--- src/hw/sfif_params.svh ---
// constants for the serial flash instruction front end
`ifndef SFIF_PARAMS_SVH
`define SFIF_PARAMS_SVH
`define SFIF_OP_WREN     8'h06
`define SFIF_OP_VSR_WEN  8'h50
`define SFIF_OP_WRDI     8'h04
`define SFIF_OP_RDSR1    8'h05
`define SFIF_OP_RDSR2    8'h35
`define SFIF_OP_WRSR1    8'h01
`define SFIF_OP_WRSR2    8'h31
`define SFIF_OP_READ     8'h03
`define SFIF_OP_FREAD    8'h0b
`define SFIF_OP_PP       8'h02
`define SFIF_OP_SE       8'h20
`define SFIF_OP_BE32     8'h52
`define SFIF_OP_BE64     8'hd8
`define SFIF_OP_CE1      8'hc7
`define SFIF_OP_CE2      8'h60
`define SFIF_OP_PD       8'hb9
`define SFIF_OP_RPD_ID   8'hab
`define SFIF_OP_DOR      8'h3b
`define SFIF_OP_DIOR     8'hbb
`define SFIF_OP_QUAD_ON  8'h38
`define SFIF_OP_QUAD_OFF 8'hff
`define SFIF_ADDR_BYTES  3'h3
`define SFIF_ID_DUMMY    3'h3
`define SFIF_PAGE_MASK   8'hff
`define SFIF_BIT_LAST    3'h7
`define SFIF_CNT_W       3
`endif

--- src/hw/sfif_pkg.sv ---
// types for the serial flash instruction front end
package sfif_pkg;
	typedef enum logic [2:0] {
		SFIF_IDLE,
		SFIF_ADDR,
		SFIF_DUMMY,
		SFIF_WDATA,
		SFIF_RDATA,
		SFIF_IGNORE
	} sfif_state_type;

	typedef enum logic [2:0] {
		SFIF_K_NONE,
		SFIF_K_READ,
		SFIF_K_PROG,
		SFIF_K_ERASE,
		SFIF_K_WRSR,
		SFIF_K_RDSR,
		SFIF_K_ID
	} sfif_kind_type;
endpackage

--- src/hw/sfif_frontend.sv ---
// serial flash instruction front end: capture, decode, terminate
`timescale 1ns/10ps
`include "sfif_params.svh"

module sfif_frontend
	import sfif_pkg::*;
#(
	parameter logic [7:0] DEVICE_CODE = 8'h5a // arbitrary value
)
(
	// clock and reset
	input  wire logic        clk,
	input  wire logic        rst_b,
	// host link
	input  wire logic        select_b,
	input  wire logic [3:0]  dq_in,
	output logic      [3:0]  dq_out,
	output logic      [3:0]  dq_oe_b,
	// array side status
	input  wire logic        busy,
	input  wire logic        quad_enable_bit,
	input  wire logic [7:0]  status_low_byte,
	input  wire logic [7:0]  status_high_byte,
	input  wire logic        addr_protected,
	// decoded operations
	output logic             write_enable,
	output logic             vsr_write_enable,
	output logic             four_bit_command_mode,
	output logic             power_down,
	output logic             cmd_program,
	output logic             cmd_erase,
	output logic             cmd_write_status,
	output logic      [7:0]  cmd_opcode,
	output logic      [23:0] cmd_addr,
	output logic             data_valid,
	output logic      [7:0]  data_byte,
	output logic      [7:0]  page_offset,
	output logic      [7:0]  status_write_byte
);

	// ----------------------------------------------------------------
	// input synchronisers and reset release
	// ----------------------------------------------------------------
	logic [1:0] rst_sync;
	logic       rst_n;
	logic       sel_s1, sel_s2, sel_d;
	logic [3:0] dq_s1, dq_s2;

	always_ff @(posedge clk or negedge rst_b)
	begin
		if (!rst_b)
			rst_sync <= 2'h0;
		else
			rst_sync <= {rst_sync[0], 1'b1};
	end
	assign rst_n = rst_sync[1];

	always_ff @(posedge clk or negedge rst_n)
	begin
		if (!rst_n)
		begin
			sel_s1 <= 1'b1;
			sel_s2 <= 1'b1;
			sel_d  <= 1'b1;
			dq_s1  <= 4'h0;
			dq_s2  <= 4'h0;
		end
		else
		begin
			sel_s1 <= select_b;
			sel_s2 <= sel_s1;
			sel_d  <= sel_s2;
			dq_s1  <= dq_in;
			dq_s2  <= dq_s1;
		end
	end

	// select edges come straight off the synchroniser, sel_d holding its last value; dq lags equally
	logic sel_fall, sel_rise, active;
	assign sel_fall = sel_d & ~sel_s2;
	assign sel_rise = ~sel_d & sel_s2;
	assign active   = ~sel_s2;

	// ----------------------------------------------------------------
	// bit shifter: one bit, two bits or a nibble per sample
	// ----------------------------------------------------------------
	logic [1:0] lanes;   // 0 single, 1 dual, 2 quad
	logic [2:0] bit_cnt;
	logic [7:0] shreg;
	logic [7:0] next_shreg;
	logic [2:0] next_bit_cnt;
	logic       byte_done;
	logic       bit_step;

	// one transfer unit per clock while selected; no host clock here
	assign bit_step = active;

	always_comb
	begin
		next_shreg   = shreg;
		next_bit_cnt = bit_cnt;
		unique case (lanes)
			2'h2:
			begin
				next_shreg   = {shreg[3:0], dq_s2};
				next_bit_cnt = bit_cnt + 3'h4;
			end
			2'h1:
			begin
				next_shreg   = {shreg[5:0], dq_s2[1:0]};
				next_bit_cnt = bit_cnt + 3'h2;
			end
			default:
			begin
				next_shreg   = {shreg[6:0], dq_s2[0]};
				next_bit_cnt = bit_cnt + 3'h1;
			end
		endcase
	end
	assign byte_done = bit_step && (next_bit_cnt == 3'h0);

	always_ff @(posedge clk or negedge rst_n)
	begin
		if (!rst_n)
		begin
			shreg   <= 8'h00;
			bit_cnt <= 3'h0;
		end
		else if (!active)
		begin
			bit_cnt <= 3'h0;
		end
		else
		begin
			shreg   <= next_shreg;
			bit_cnt <= next_bit_cnt;
		end
	end

	// ----------------------------------------------------------------
	// instruction sequencer
	// ----------------------------------------------------------------
	sfif_state_type state;
	sfif_kind_type  kind;
	logic [2:0]     cnt;
	logic [7:0]     byte_in;
	logic           first;
	logic [7:0]     out_byte;
	logic [7:0]     wr_offset;

	assign byte_in = next_shreg;

	always_ff @(posedge clk or negedge rst_n)
	begin
		if (!rst_n)
		begin
			state      <= SFIF_IDLE;
			kind       <= SFIF_K_NONE;
			cnt        <= 3'h0;
			first      <= 1'b1;
			lanes      <= 2'h0;
			cmd_opcode <= 8'h00;
			cmd_addr   <= 24'h0;
			data_valid <= 1'b0;
			data_byte  <= 8'h00;
			page_offset <= 8'h00;
			wr_offset   <= 8'h00;
			status_write_byte <= 8'h00;
		end
		else
		begin
			data_valid <= 1'b0;
			if (sel_fall || !active)
			begin
				state <= SFIF_IDLE;
				first <= 1'b1;
				lanes <= four_bit_command_mode ? 2'h2 : 2'h0;
			end
			else if (byte_done)
			begin
				first <= 1'b0;
				unique case (state)
					SFIF_IDLE:
						if (first)
						begin
							cmd_opcode <= byte_in;
							cnt        <= 3'h0;
							if (busy && byte_in != `SFIF_OP_RDSR1)
							begin
								// a stale kind would act again at deselect
								kind  <= SFIF_K_NONE;
								state <= SFIF_IGNORE;
							end
							else
							begin
								unique case (byte_in)
									`SFIF_OP_READ, `SFIF_OP_FREAD,
									`SFIF_OP_DOR:
									begin
										kind  <= SFIF_K_READ;
										state <= SFIF_ADDR;
									end
									`SFIF_OP_DIOR:
									begin
										kind  <= SFIF_K_READ;
										state <= SFIF_ADDR;
										lanes <= 2'h1;
									end
									`SFIF_OP_PP:
									begin
										kind  <= SFIF_K_PROG;
										state <= SFIF_ADDR;
									end
									`SFIF_OP_SE, `SFIF_OP_BE32,
									`SFIF_OP_BE64:
									begin
										kind  <= SFIF_K_ERASE;
										state <= SFIF_ADDR;
									end
									`SFIF_OP_CE1, `SFIF_OP_CE2:
									begin
										kind  <= SFIF_K_ERASE;
										state <= SFIF_IGNORE;
									end
									`SFIF_OP_WRSR1, `SFIF_OP_WRSR2:
									begin
										kind  <= SFIF_K_WRSR;
										state <= SFIF_WDATA;
									end
									`SFIF_OP_RDSR1, `SFIF_OP_RDSR2:
									begin
										kind  <= SFIF_K_RDSR;
										state <= SFIF_RDATA;
									end
									`SFIF_OP_RPD_ID:
									begin
										kind  <= SFIF_K_ID;
										state <= SFIF_DUMMY;
									end
									default:
									begin
										kind  <= SFIF_K_NONE;
										state <= SFIF_IGNORE;
									end
								endcase
							end
						end
					SFIF_ADDR:
					begin
						cmd_addr <= {cmd_addr[15:0], byte_in};
						cnt      <= cnt + 3'h1;
						if (cnt == `SFIF_ADDR_BYTES - 3'h1)
						begin
							cnt <= 3'h0;
							wr_offset   <= byte_in;
							if (kind == SFIF_K_PROG)
								state <= SFIF_WDATA;
							else if (kind == SFIF_K_ERASE)
								state <= SFIF_IGNORE;
							else if (cmd_opcode == `SFIF_OP_READ)
								state <= SFIF_RDATA;
							else
								state <= SFIF_DUMMY;
						end
					end
					SFIF_DUMMY:
					begin
						cnt <= cnt + 3'h1;
						if (kind == SFIF_K_ID)
						begin
							if (cnt == `SFIF_ID_DUMMY - 3'h1)
								state <= SFIF_RDATA;
						end
						else
						begin
							state <= SFIF_RDATA;
							if (cmd_opcode == `SFIF_OP_DOR ||
							    cmd_opcode == `SFIF_OP_DIOR)
								lanes <= 2'h1;
						end
					end
					SFIF_WDATA:
					begin
						data_valid <= (kind == SFIF_K_PROG);
						data_byte  <= byte_in;
						status_write_byte <= byte_in;
						// page_offset names the byte handed over now
						if (kind == SFIF_K_PROG)
						begin
							page_offset <= wr_offset;
							wr_offset   <= (wr_offset + 8'h01)
								& `SFIF_PAGE_MASK;
						end
					end
					default:
						state <= state;
				endcase
			end
		end
	end

	// ----------------------------------------------------------------
	// termination: write class acts only on byte boundary at deselect
	// ----------------------------------------------------------------
	logic whole_byte;
	assign whole_byte = (bit_cnt == 3'h0) && !first;

	always_ff @(posedge clk or negedge rst_n)
	begin
		if (!rst_n)
		begin
			cmd_program      <= 1'b0;
			cmd_erase        <= 1'b0;
			cmd_write_status <= 1'b0;
			write_enable     <= 1'b0;
			vsr_write_enable <= 1'b0;
			four_bit_command_mode <= 1'b0;
			power_down       <= 1'b0;
		end
		else
		begin
			cmd_program      <= 1'b0;
			cmd_erase        <= 1'b0;
			cmd_write_status <= 1'b0;
			if (sel_rise && whole_byte && !busy)
			begin
				if (kind == SFIF_K_PROG && state == SFIF_WDATA
				    && !addr_protected)
					cmd_program <= 1'b1;
				if (kind == SFIF_K_ERASE && state == SFIF_IGNORE
				    && !addr_protected)
					cmd_erase <= 1'b1;
				if (kind == SFIF_K_WRSR && state == SFIF_WDATA)
					cmd_write_status <= 1'b1;
				if (kind != SFIF_K_RDSR)
					vsr_write_enable <= 1'b0;
				unique case (cmd_opcode)
					`SFIF_OP_WREN:    write_enable <= 1'b1;
					`SFIF_OP_WRDI:    write_enable <= 1'b0;
					`SFIF_OP_VSR_WEN: vsr_write_enable <= 1'b1;
					`SFIF_OP_PD:      power_down <= 1'b1;
					`SFIF_OP_QUAD_ON:
						if (quad_enable_bit)
							four_bit_command_mode <= 1'b1;
					`SFIF_OP_QUAD_OFF: four_bit_command_mode <= 1'b0;
					default: ;
				endcase
			end
			if (sel_rise && kind == SFIF_K_ID && !first)
				power_down <= 1'b0;
		end
	end

	// ----------------------------------------------------------------
	// read output: status and id repeat until deselect
	// ----------------------------------------------------------------
	always_comb
	begin
		unique case (kind)
			SFIF_K_ID:   out_byte = DEVICE_CODE;
			SFIF_K_RDSR: out_byte = (cmd_opcode == `SFIF_OP_RDSR2) ?
				status_high_byte : status_low_byte;
			default:     out_byte = 8'h00;
		endcase
	end

	always_ff @(posedge clk or negedge rst_n)
	begin
		if (!rst_n)
		begin
			dq_out  <= 4'h0;
			dq_oe_b <= 4'hf;
		end
		else if (state == SFIF_RDATA && active)
		begin
			dq_out  <= {3'h0, out_byte[`SFIF_BIT_LAST - bit_cnt]};
			dq_oe_b <= 4'hd;
		end
		else
		begin
			dq_out  <= 4'h0;
			dq_oe_b <= 4'hf;
		end
	end
endmodule

--- config.mk ---
export PLATFORM = sky130hd
export DESIGN_NAME = sfif_frontend
export DESIGN_NICKNAME = d
export VERILOG_FILES = /design/src/hw/sfif_pkg.sv /design/src/hw/sfif_frontend.sv
export VERILOG_INCLUDE_DIRS = /design/src /design/src/hw
export SDC_FILE = /design/constraint.sdc
export NUM_CORES = 1
export LEC_CHECK = 0
export CAP_MARGIN = 10
export CORE_ASPECT_RATIO = 2
export CORE_UTILIZATION = 30
export DETAILED_ROUTE_END_ITERATION = 7
export DONT_BUFFER_PORTS = 1
export PLACE_DENSITY = 0.56
export SYNTH_ARGS = -nofsm -noshare
export SYNTH_HDL_FRONTEND = slang
export SYNTH_SLANG_ARGS = --single-unit
--- constraint.sdc ---
create_clock -name clk -period 4.2 [get_ports clk]
set_clock_uncertainty 0.15 [all_clocks]
set_input_delay 0.42 -clock clk [delete_from_list [all_inputs] [get_ports clk]]
set_output_delay 0.42 -clock clk [all_outputs]
set_load 0.01 [all_outputs]
# ---- Yosys cells after proc, flatten, opt, wreduce, memory -nomap -nowiden
# Cells that the tools add are included.
# Widths: inputs -> output; s select.
dict set report totals {
  ff_bits 103
  latchBits 0
  ram_bits 0
  romBits 0
  input_bits 26
  output_inout_bits 72
  memories 0
}
dict set report op_classes {
  n_addsub 6
  multipliers 0
  div 0
  magnitude_cmp 1
  eq_ne 51
  shift 0
  muxes 57
  bitwise 5
  n_reduce_logical 48
}
# op n
set op_table {}
lappend op_table {{$eq 8x6->1 const B} 7}
lappend op_table {{$eq 8x8->1 const B} 7}
lappend op_table {{$pmux 8 s2} 3}
lappend op_table {{$mux 3} 14}
lappend op_table {{$eq 8x2->1 const B} 3}
lappend op_table {{$eq 8x3->1 const B} 3}
lappend op_table {{$eq 8x7->1 const B} 3}
lappend op_table {{$mux 8} 3}
lappend op_table {{$ne 3x3->1 const B} 7}
lappend op_table {{$mux 1} 19}
lappend op_table {{$mux 2} 9}
lappend op_table {{$pmux 3 s3} 2}
lappend op_table {{$pmux 3 s6} 1}
lappend op_table {{$eq 3x2->1 const B} 5}
lappend op_table {{$eq 3x3->1 const B} 5}
lappend op_table {{$reduce_bool 2->1} 7}
lappend op_table {{$logic_and 1x1->1} 13}
lappend op_table {{$pmux 3 s4} 1}
lappend op_table {{$reduce_and 4->1} 3}
lappend op_table {{$reduce_and 5->1} 2}
lappend op_table {{$logic_not 3->1} 3}
lappend op_table {{$reduce_and 3->1} 3}
lappend op_table {{$add 8x1->8 const B} 1}
lappend op_table {{$eq 8x1->1 const B} 1}
lappend op_table {{other kinds (28)} 43}

# ---- Logic depth before layout (Yosys ltp)
# Gate-level depths: netlist of run 1.
dict set report logic_depth {
  ltp_word 10
  ltp_mapped 11
  depth_no_buf 8
}

# ---- Least setup slack after synthesis of run 1
# No wires, ideal clock.
dict set report synth_path {
  path_type {register to register}
  start {register lanes[0]}
  end {register cmd_addr[11]}
  arrival_ns 2.258
  required_time_ns 3.925
  path_slack_ns 1.667
  path_stages_with_launch 9
  n_path_buf 3
  period_less_slack_ns 2.533
  path_cell_list {dfrtp_1 inv_1 ha_1 buf_2 mux2_4 or4_4 buf_6 buf_6 mux2_4}
}
dict set report synth_via {
  elab_chain_cells 5
  elab_cells_between_ends 6
  classes_between {eq/ne: 2; mux: 1; reduce/logical: 3}
}
# element line
set synth_rtl {}
lappend synth_rtl {{start: declaration} sfif_frontend.sv:87} ;# logic [1:0] lanes;
lappend synth_rtl {{start signal: assignment} sfif_frontend.sv:177} ;# lanes <= four_bit_command_mode ? 2'h2 : 2'h0;
lappend synth_rtl {{$eq 2x1->1 or $eq 2x2->1 (tied branches)} sfif_frontend.sv:102} ;# unique case (lanes)
lappend synth_rtl {{$pmux 3 s2 *} sfif_frontend.sv:102}
lappend synth_rtl {{$logic_not 3->1 *} sfif_frontend.sv:120} ;# assign byte_done = bit_step && (next_bit_cnt == 3'h0);
lappend synth_rtl {{$logic_and 1x1->1 *} sfif_frontend.sv:120}
lappend synth_rtl {{$reduce_and 3->1 (no source line) *} -}
lappend synth_rtl {{end signal: assignment} sfif_frontend.sv:250} ;# cmd_addr <= {cmd_addr[15:0], byte_in};
lappend synth_rtl {{end: declaration} sfif_frontend.sv:34} ;# output logic [23:0] cmd_addr,
# Every way passes the cells marked *; elsewhere a longest branch is shown, timed or not.
# A chain may end at the register's enable or synchronous reset.

# ---- Final worst setup path of run 1
dict set report layout_path {
  start {register lanes[0]}
  end {register state[0]}
}
dict set report layout_via {
  elab_chain_cells 10
  elab_cells_between_ends 32
  classes_between {eq/ne: 16; mux: 8; reduce/logical: 8}
}
# element line
set layout_rtl {}
lappend layout_rtl {{$eq 2x1->1 or $eq 2x2->1 (tied branches)} sfif_frontend.sv:102}
lappend layout_rtl {{$pmux 8 s2} sfif_frontend.sv:102}
lappend layout_rtl {{$eq 8x6->1 (tied with other cells)} sfif_frontend.sv:196} ;# unique case (byte_in)
lappend layout_rtl {{$reduce_or 8->1 (no source line) or $reduce_or 2->1 (tied branches)} -}
lappend layout_rtl {{$pmux 3 s4} sfif_frontend.sv:196}
lappend layout_rtl {{$mux 3} sfif_frontend.sv:188} ;# if (busy && byte_in != `SFIF_OP_RDSR1)
lappend layout_rtl {{$mux 3} sfif_frontend.sv:184} ;# if (first)
lappend layout_rtl {{$pmux 3 s3} sfif_frontend.sv:182} ;# unique case (state)
lappend layout_rtl {{$mux 3} sfif_frontend.sv:179} ;# else if (byte_done)
lappend layout_rtl {{$mux 3} sfif_frontend.sv:173} ;# if (sel_fall || !active)
lappend layout_rtl {{end signal: assignment} sfif_frontend.sv:296} ;# state <= state;
lappend layout_rtl {{end: declaration} sfif_frontend.sv:143} ;# sfif_state_type state;
# Parallel ways exist; a longest one is shown, timed or not. The select of a mux whose other input is x is not followed.

==> impl_metrics.env, run 1 <==
export IMPL_multi_input_area_sq_mm=0.00239
export IMPL_synthFlopType="dfrtp_1"
export IMPL_fmax_ghz=0.310
export IMPL_regToRegSetupSlack_ps=980
export IMPL_finalSetupViolations=0
export IMPL_grt_usage=0.151
export IMPL_fillers=1654
export IMPL_pin_count=98
export IMPL_grt_pass1_wl_um=20200
export IMPL_crit_reg2reg_launch="lanes[0]$_DFFE_PN0P_"
export IMPL_synth_cell_types=66
export IMPL_grt_pass1_vias=3708
export IMPL_path_delay_family="adder cells"
export IMPL_cts_buffer_depth=2
export IMPL_critPathMaxStageDelay_ps=830
export IMPL_internal_power_mw=1.68
export IMPL_dp_hpwl_um=9470
export IMPL_clk_latency_ps=350
export IMPL_ys_seq_area_frac=0.488
export IMPL_worstMarginPinSlew_ps=887
export IMPL_path_clk_slew_ps=70
export IMPL_crit_chain="inv_1 -> ha_1 -> a221oi_1 -> nor2_1 -> xnor2_1 -> nand4_1 -> a211oi_1 -> o22ai_1"
export IMPL_p_leak_nw=2.49
export IMPL_drtAntennaViolNets=0
export IMPL_drt_iter0_drc=229
export IMPL_die_h_um=188
export IMPL_syn_area_per_cell_sq_um=11.0
export IMPL_yosys_warnings=0
export IMPL_finalPower_mw=2.47
export IMPL_cts_htree_levels=3
export IMPL_nets=491
export IMPL_die_width_um=95.0
export IMPL_pwr_share_comb=0.147
export IMPL_cts_tree="built"
export IMPL_status="completed"
export IMPL_gp_congestion=0.930
export IMPL_drv_slew=0
export IMPL_wl_met3_um=731
export IMPL_antenna_found_initial=0
export IMPL_area_growth_pct=8.77
export IMPL_grt_max_degree=68
export IMPL_diodes=0
export IMPL_cts_sinks=101
export IMPL_arrival_ps=3280
export IMPL_cts_setup_buffers=0
export IMPL_cp_required_ps=4260
export IMPL_min_delay_path_class="input pin to asynchronous set/reset pin"
export IMPL_critPathMaxFanout=26
export IMPL_ir_drop_uv=168
export IMPL_tns_ps=0
export IMPL_synth_seq_cells=101
export IMPL_switching_share=0.319
export IMPL_synth_top_area_share=0.463
export IMPL_layout_cells_non_filler=670
export IMPL_post_route_cells_drive_above_1_share=0.197
export IMPL_pwr_share_seq=0.499
export IMPL_regArea_sq_mm=0.00254
export IMPL_met2WireLength_um=6890
export IMPL_grt_setup_unrepaired="false"
export IMPL_wire_per_inst_um=19.1
export IMPL_post_cts_resize_count=0
export IMPL_yosys_top_cells_area="dfrtp_1, mux2_2, mux2_4"
export IMPL_crit_path_start="lanes[0]$_DFFE_PN0P_"
export IMPL_first_pass_iters=4
export IMPL_ff2ff_path_depth=8
export IMPL_worst_slack_ps=977
export IMPL_worst_path_buf_inv=1
export IMPL_crit_type="register to register"
export IMPL_cap_violations=0
export IMPL_syn_area_sq_mm=0.00519
export IMPL_cts_buffers=9
export IMPL_topRoutingLayerUsed="met4"
export IMPL_drt_total_wl_um=12800
export IMPL_die_area_sq_mm=0.0179
export IMPL_power_density_mw_per_mm2=437
export IMPL_root_buffer="clkbuf_16"
export IMPL_r2r_end="state[0]$_DFFE_PN0P_"
export IMPL_place_ws_ps=968
export IMPL_drc=0
export IMPL_placedCellCount=647
export IMPL_start_kind="register"
export IMPL_vias=3675
export IMPL_period_needed_ps=3220
export IMPL_grt_ovfl_total=0
export IMPL_crit_path_end_kind="register"
export IMPL_syn_inst=471
export IMPL_crit_slowest_cell="ha_1"
export IMPL_fp_row_count=67
export IMPL_drt_vias_per_instance=5.49
export IMPL_wl_met1_um=4600
export IMPL_utilization=0.335
export IMPL_relSlewSlack=0.408
export IMPL_start_util=0.308
export IMPL_p_switching_uw=788
export IMPL_async_flop_share=1.00
export IMPL_core_sq_mm=0.0168
export IMPL_port_buffers=0
export IMPL_period_share=0.767
export IMPL_pwr_share_clk=0.355
export IMPL_finalHoldViolCount=0
export IMPL_synth_top_cell_by_area="dfrtp_1"
export IMPL_cp_depth=8
export IMPL_synth_edff_count=0
## power groups by stage
stage	sequential (mW)	combinational [mW]	clock, mW
floorplan	1.19	0.290	0
global placement	1.25	0.346	0
detailed placement	1.25	0.353	0
CTS	1.24	0.362	0.909
global route	1.26	0.401	0.946
finish	1.23	0.362	0.876
## flip-flops by register name (all words and copies together) (netlist names), 2 cells and up
name / flops
shreg: 7
lanes: 2
cmd_addr: 24
rst_sync: 2
cmd_opcode: 8
cnt: 3
dq_s2: 4
state: 3
bit_cnt: 3
status_write_byte: 8
page_offset: 8
dq_s1: 4
kind: 3
wr_offset: 8
## worst register-to-register path, cell delays in order (launching register included)
cell and delay [ps]:
dfrtp_1 350, inv_1 60, ha_1 830, a221oi_1 160, nor2_1 630, xnor2_1 280, nand4_1 170, a211oi_1 320
o22ai_1 130
## layer usage
layer	up-vias	GRT usage
met4	0	0.104
met5	-	0
met1	1841	0.153
li1	1678	-
met2	125	0.264
met3	31	0.0373
## cell usage in the layout, fill, tap and decap left out, types with 4 or more instances in the layout
master and count:
clkbuf_16 9, nor3_1 9, mux2_1 5, dfrtp_1 95, a221oi_1 5, mux2_2 34
nor2_1 23, inv_1 12, a21o_1 4, o21ai_0 20, a31oi_1 4, buf_4 4
ha_1 7, dfstp_2 5, nor4_1 7, nand4_1 7, nand2b_1 6, nand3_1 14
nand2_1 39, mux2_4 13, o22ai_1 9, dlygate4sd3_1 7, nand3b_1 5, o31ai_1 6
nor2b_1 10, conb_1 7, a21oi_1 22
## cell type report
class	count	area share
clock inverters	7	0.0171
inverters	12	0.00797
multi-input cells	323	0.422
clock buffers	9	0.0399
well taps	207	0.0458
repair buffers	11	0.0177
flip-flops and latches	101	0.449
## cells in the mapped netlist, drive strengths merged, types with 5 or more instances
cell / number
a21oi: 22
nand2: 39
mux2: 52
dfrtp: 96
nor2: 25
nor4: 7
nand2b: 6
nand3: 14
ha: 7
buf: 29
o31ai: 6
a221oi: 8
nor2b: 10
nor3: 10
o22ai: 9
inv: 12
dfstp: 5
nand3b: 5
o21ai: 21
clkbuf: 11
nand4: 7
## through the flow
| step | area (sq um) | hold WS, ps |
|---|---|---|
| after global placement | 5260 | -25.5 |
| after floorplan | 5210 | -25.6 |
| final | 5650 | 150 |
| after global routing | 5650 | 148 |
| after CTS | 5650 | 136 |
| after detailed placement | 5260 | -25.5 |
## worst max-delay path by stage
stage / slack (ps) / endpoint
5_1_grt: 600 / state[0]$_DFFE_PN0P_
4_1_cts: 960 / state[0]$_DFFE_PN0P_
2_1_floorplan: 1040 / bit_cnt[0]$_DFF_PN0_
3_3_place_gp: 1110 / state[2]$_DFFE_PN0P_
3_5_place_dp: 970 / state[0]$_DFFE_PN0P_
6_report: 980 / state[0]$_DFFE_PN0P_
## timing repair
item	in CTS	in global routing
endpoints found under the setup margin	0	0
endpoints found under the hold margin	9	0
hold buffers	7	0
## logic make-up after synthesis
| group | after synthesis | synth area share |
|---|---|---|
| flip-flops | 101 | 0.488 |
| AO/OA/AOI/OAI | 100 | 0.132 |
| adder cells (fa/ha/maj) | 7 | 0.0169 |
| buffers and inverters | 52 | 0.0564 |
| other | 2 | 0.00145 |
| AND/OR/NAND/NOR | 148 | 0.155 |
| multiplexers | 58 | 0.145 |
| XOR/XNOR | 3 | 0.00506 |
(Power assumes the default switching activity.)
==> inputs of run 2 (changes only) <==
==> constraint.sdc (replaced) <==
create_clock -name clk -period 3.3 [get_ports clk]
set_clock_uncertainty 0.15 [all_clocks]
set_input_delay 0.33 -clock clk [delete_from_list [all_inputs] [get_ports clk]]
set_output_delay 0.33 -clock clk [all_outputs]
set_load 0.01 [all_outputs]
==> run 2 against run 1 <==
Net effect:
- maximum frequency grew 7.5%
- non-clock buffer count grew 7
- largest cell class unchanged
- core utilization grew 0.28 points
==> impl_metrics.env, run 2 (synthesis gave the netlist of run 1 again) <==
export IMPL_status="completed"
export IMPL_die_width_um=95.0
export IMPL_cts_buffers=9
export IMPL_worstMarginPinSlew_ps=670
export IMPL_post_cts_resize_count=0
export IMPL_core_sq_mm=0.0168
export IMPL_start_util=0.308
export IMPL_gp_congestion=0.869
export IMPL_die_area_sq_mm=0.0179
export IMPL_topRoutingLayerUsed="met4"
export IMPL_grt_pass1_vias=3751
export IMPL_first_pass_iters=5
export IMPL_most_common_layout_cells="dfrtp_1, nand2_1, mux2_2, nor2_1, a21oi_1"
export IMPL_grt_pass1_wl_um=20500
export IMPL_arrival_ps=3080
export IMPL_grt_max_degree=54
export IMPL_antenna_found_initial=0
export IMPL_nets=498
export IMPL_place_area_sq_mm=0.00534
export IMPL_holdWs_ps=50.5
export IMPL_crit_path_end_kind="register"
export IMPL_period_share=0.909
export IMPL_root_buffer="clkbuf_16"
export IMPL_cts_tree="built"
export IMPL_worst_slack_ps=302
export IMPL_drv_slew=0
export IMPL_crit_type="register to register"
export IMPL_layout_commonest_cell="dfrtp_1"
export IMPL_placedCellCount=654
export IMPL_cts_buffer_depth=2
export IMPL_fmax_ghz=0.334
export IMPL_largest_register="cmd_addr"
export IMPL_fillers=1655
export IMPL_cts_htree_levels=3
export IMPL_place_ws_ps=409
export IMPL_largest_register_ffs=24
export IMPL_path_clk_slew_ps=70
export IMPL_cp_required_ps=3380
export IMPL_drtAntennaViolNets=0
export IMPL_die_h_um=188
export IMPL_cap_violations=0
export IMPL_drc=0
export IMPL_p_leak_nw=2.52
export IMPL_vias=3667
export IMPL_postCtsHoldBufs=7
export IMPL_grt_setup_unrepaired="false"
export IMPL_ir_drop_uv=249
export IMPL_period_needed_ps=3000
export IMPL_grt_usage=0.153
export IMPL_area_growth_pct=9.68
export IMPL_critPathMaxFanout=19
export IMPL_diodes=0
export IMPL_relSlewSlack=0.553
export IMPL_drt_iter0_drc=244
export IMPL_drt_vias_per_instance=5.42
export IMPL_start_kind="register"
export IMPL_min_delay_path_class="input pin to asynchronous set/reset pin"
export IMPL_port_buffers=0
export IMPL_layout_cells_non_filler=677
export IMPL_utilization=0.338
export IMPL_met2WireLength_um=6930
export IMPL_dp_hpwl_um=9550
export IMPL_wl_met3_um=800
export IMPL_tns_ps=0
export IMPL_power_density_mw_per_mm2=542
export IMPL_clk_latency_ps=360
export IMPL_finalPower_mw=3.09
export IMPL_pin_count=98
export IMPL_wire_per_inst_um=19.0
export IMPL_cts_setup_buffers=0
export IMPL_post_route_cells_drive_above_1_share=0.206
export IMPL_finalSetupViolations=0
export IMPL_grt_ovfl_total=0
export IMPL_drt_total_wl_um=12800
export IMPL_fin_area_sq_mm=0.00570
export IMPL_fp_row_count=67
export IMPL_cts_sinks=101
export IMPL_finalHoldViolCount=0
export IMPL_wl_met1_um=4570
run 2: cell count changes in the layout (fill, tap and decap cells not counted), sizes merged:
cell,before,now
bufinv,1,0
buf,4,11
clkbuf,9,10
clkinvlp,1,0
inv,13,16
clkinv,4,2
run 2: path summary, 6_finish.rpt:
kind                                            start  slack [ps]  cells past startpoint                           endpoint
worst min register to register  rst_sync[1]$_DFF_PN0_         200                      0                cmd_erase$_DFF_PN0_
worst max-delay path             lanes[0]$_DFFE_PN0P_         300                      9               state[2]$_DFFE_PN0P_
worst max register to register   lanes[0]$_DFFE_PN0P_         300                      9               state[2]$_DFFE_PN0P_
worst min-delay path                            rst_b          50                      1              rst_sync[1]$_DFF_PN0_
min in group clk                      quad_enable_bit         130                      3  four_bit_command_mode$_DFFE_PN0P_
max in group asynchronous       rst_sync[1]$_DFF_PN0_        2060                      1           cmd_addr[14]$_DFFE_PN0P_
run 2: critical path, stage by stage, from the launching register on:
cell      delay, ps
dfrtp_1         360
inv_1            60
ha_1            430
buf_12          210
a221oi_1        340
nor2_1          220
nor3_2          350
a31oi_1         260
o311ai_1        360
o211ai_1        130
run 2: final cells by class:
| cell class | count | area, sq um | share of cell area |
|---|---|---|---|
| clock buffer | 10 | 229 | 0.0402 |
| clock inverter | 6 | 62.6 | 0.0110 |
| inverter | 12 | 45.0 | 0.00791 |
| multi-input combinational | 323 | 2390 | 0.419 |
| sequential | 101 | 2540 | 0.445 |
| tap | 207 | 259 | 0.0455 |
| timing repair buffer | 18 | 178 | 0.0312 |
run 2: layer usage:
| metal | vias to the layer above | global-route usage |
|---|---|---|
| li1 | 1690 | - |
| met1 | 1831 | 0.158 |
| met2 | 120 | 0.265 |
| met3 | 26 | 0.0422 |
| met4 | 0 | 0.0991 |
| met5 | - | 0 |
run 2: where the power goes:
| part | internal (mW) | leakage, nW | switching (mW) |
|---|---|---|---|
| registers | 1.34 | 1.34 | 0.211 |
| clock network | 0.534 | 0.143 | 0.511 |
| logic | 0.211 | 1.04 | 0.279 |
==> inputs of run 3 (changes only) <==
--- a/config.mk
+++ b/config.mk
@@ -11,7 +11,7 @@
 export CORE_UTILIZATION = 30
 export DETAILED_ROUTE_END_ITERATION = 7
 export DONT_BUFFER_PORTS = 1
-export PLACE_DENSITY = 0.56
+export PLACE_DENSITY = 0.45
 export SYNTH_ARGS = -nofsm -noshare
 export SYNTH_HDL_FRONTEND = slang
 export SYNTH_SLANG_ARGS = --single-unit
==> run 3 against run 2 <==
Net effect:
- clock-buffer cell count decreased by 1
- critical path type unchanged
- core utilization grew 0.33 points
- combinational power is 4.9% higher
- largest cell class unchanged
- total power about the same
==> impl_metrics.env, run 3 (synthesis gave the netlist of run 1 again) <==
export IMPL_status="completed"
export IMPL_start_util=0.308
export IMPL_largest_register_ffs=24
export IMPL_root_buffer="clkbuf_16"
export IMPL_vias=3670
export IMPL_cts_buffers=9
export IMPL_nets=505
export IMPL_path_clk_slew_ps=70
export IMPL_p_leak_nw=2.56
export IMPL_cts_tree="built"
export IMPL_start_kind="register"
export IMPL_gp_congestion=0.785
export IMPL_crit_type="register to register"
export IMPL_core_sq_mm=0.0168
export IMPL_holdWs_ps=61.2
export IMPL_multi_input_area_sq_mm=0.00239
export IMPL_layout_cells_non_filler=684
export IMPL_ir_drop_uv=198
export IMPL_regArea_sq_mm=0.00254
export IMPL_die_h_um=188
export IMPL_pin_count=98
export IMPL_cts_sinks=101
export IMPL_diodes=0
export IMPL_drt_vias_per_instance=5.37
export IMPL_power_density_mw_per_mm2=537
export IMPL_largest_register="cmd_addr"
export IMPL_tns_ps=0
export IMPL_antenna_found_initial=0
export IMPL_drt_iter0_drc=175
export IMPL_ff2ff_path_depth=7
export IMPL_worstMarginPinSlew_ps=768
export IMPL_wire_per_inst_um=19.6
export IMPL_fp_row_count=67
export IMPL_grt_pass1_wl_um=21100
export IMPL_cts_buffer_depth=2
export IMPL_most_common_layout_cells="dfrtp_1, nand2_1, mux2_2, nor2_1, a21oi_1"
export IMPL_crit_path_end_kind="register"
export IMPL_period_share=0.870
export IMPL_first_pass_iters=4
export IMPL_crit_chain="inv_1 -> ha_1 -> mux2i_1 -> a21oi_1 -> o22a_2 -> or4_4 -> mux2_4"
export IMPL_grt_usage=0.160
export IMPL_cts_htree_levels=3
export IMPL_worst_path_buf_inv=1
export IMPL_die_width_um=95.0
export IMPL_cap_violations=0
export IMPL_die_area_sq_mm=0.0179
export IMPL_grt_setup_unrepaired="false"
export IMPL_period_needed_ps=2870
export IMPL_drtAntennaViolNets=0
export IMPL_clk_latency_ps=350
export IMPL_dp_hpwl_um=9930
export IMPL_drv_slew=0
export IMPL_crit_slowest_cell="or4_4"
export IMPL_critPathMaxFanout=28
export IMPL_critPathMaxStageDelay_ps=720
export IMPL_placedCellCount=661
export IMPL_fmax_ghz=0.348
export IMPL_path_delay_family="simple AND/OR/NAND/NOR gates"
export IMPL_drt_total_wl_um=13400
export IMPL_grt_max_degree=57
export IMPL_min_delay_path_class="input pin to asynchronous set/reset pin"
export IMPL_finalHoldViolCount=0
export IMPL_arrival_ps=2960
export IMPL_fillers=1692
export IMPL_cp_depth=7
export IMPL_cp_required_ps=3390
export IMPL_drc=0
export IMPL_grt_pass1_vias=3691
export IMPL_grt_ovfl_total=0
export IMPL_post_cts_resize_count=0
export IMPL_port_buffers=0
export IMPL_area_growth_pct=10.7
export IMPL_layout_commonest_cell="dfrtp_1"
export IMPL_utilization=0.341
export IMPL_relSlewSlack=0.488
export IMPL_finalSetupViolations=0
export IMPL_post_route_cells_drive_above_1_share=0.220
## run 3: layout make-up
class / count / area share
repair buffers: 25 / 0.0422
inverters: 12 / 0.00783
well taps: 207 / 0.0450
clock buffers: 9 / 0.0392
multi-input cells: 323 / 0.415
flip-flops and latches: 101 / 0.441
clock inverters: 7 / 0.00979
## run 3: worst paths after layout
path,startpoint,end,slack [ps]
min in group clk,quad_enable_bit,four_bit_command_mode$_DFFE_PN0P_,130
setup / recovery,lanes[0]$_DFFE_PN0P_,cmd_addr[19]$_DFFE_PN0P_,430
max in group asynchronous,rst_sync[1]$_DFF_PN0_,first$_DFFE_PN1N_,2010
hold / removal,rst_b,rst_sync[1]$_DFF_PN0_,60
setup reg to reg,lanes[0]$_DFFE_PN0P_,cmd_addr[19]$_DFFE_PN0P_,430
hold reg to reg,rst_sync[0]$_DFF_PN0_,rst_sync[1]$_DFF_PN0_,200
## run 3: power breakdown
part | internal (mW) | total [mW] | leakage [nW] | switching, mW
clock network | 0.521 | 1.02 | 0.137 | 0.495
registers | 1.34 | 1.56 | 1.34 | 0.218
logic | 0.225 | 0.514 | 1.08 | 0.290
total | 2.09 | 3.09 | 2.56 | 1.00
## run 3: per-layer routing
metal  share of wire  global-route usage  up-vias  routed length [um]
li1                -                   -     1706                   -
met1            0.38               0.177     1843                5160
met2            0.54               0.281       99                7250
met3           0.043              0.0304       22                 574
met4           0.032              0.0816        0                 434
met5               0                   0        -                   0
## run 3: repair_timing
item,4_1_cts,5_1_grt
hold buffers,7,0
buffers inserted,0,0
endpoints found under the hold margin,9,0
## run 3: stage by stage
step / total power [mW] / area (sq um) / setup slack, ps
final: 3.09 / 5750 / 428
after global routing: 3.27 / 5750 / 246
after floorplan: 1.88 / 5210 / 137
after global placement: 2.08 / 5400 / 466
after detailed placement: 2.09 / 5400 / 424
after CTS: 3.14 / 5750 / 407
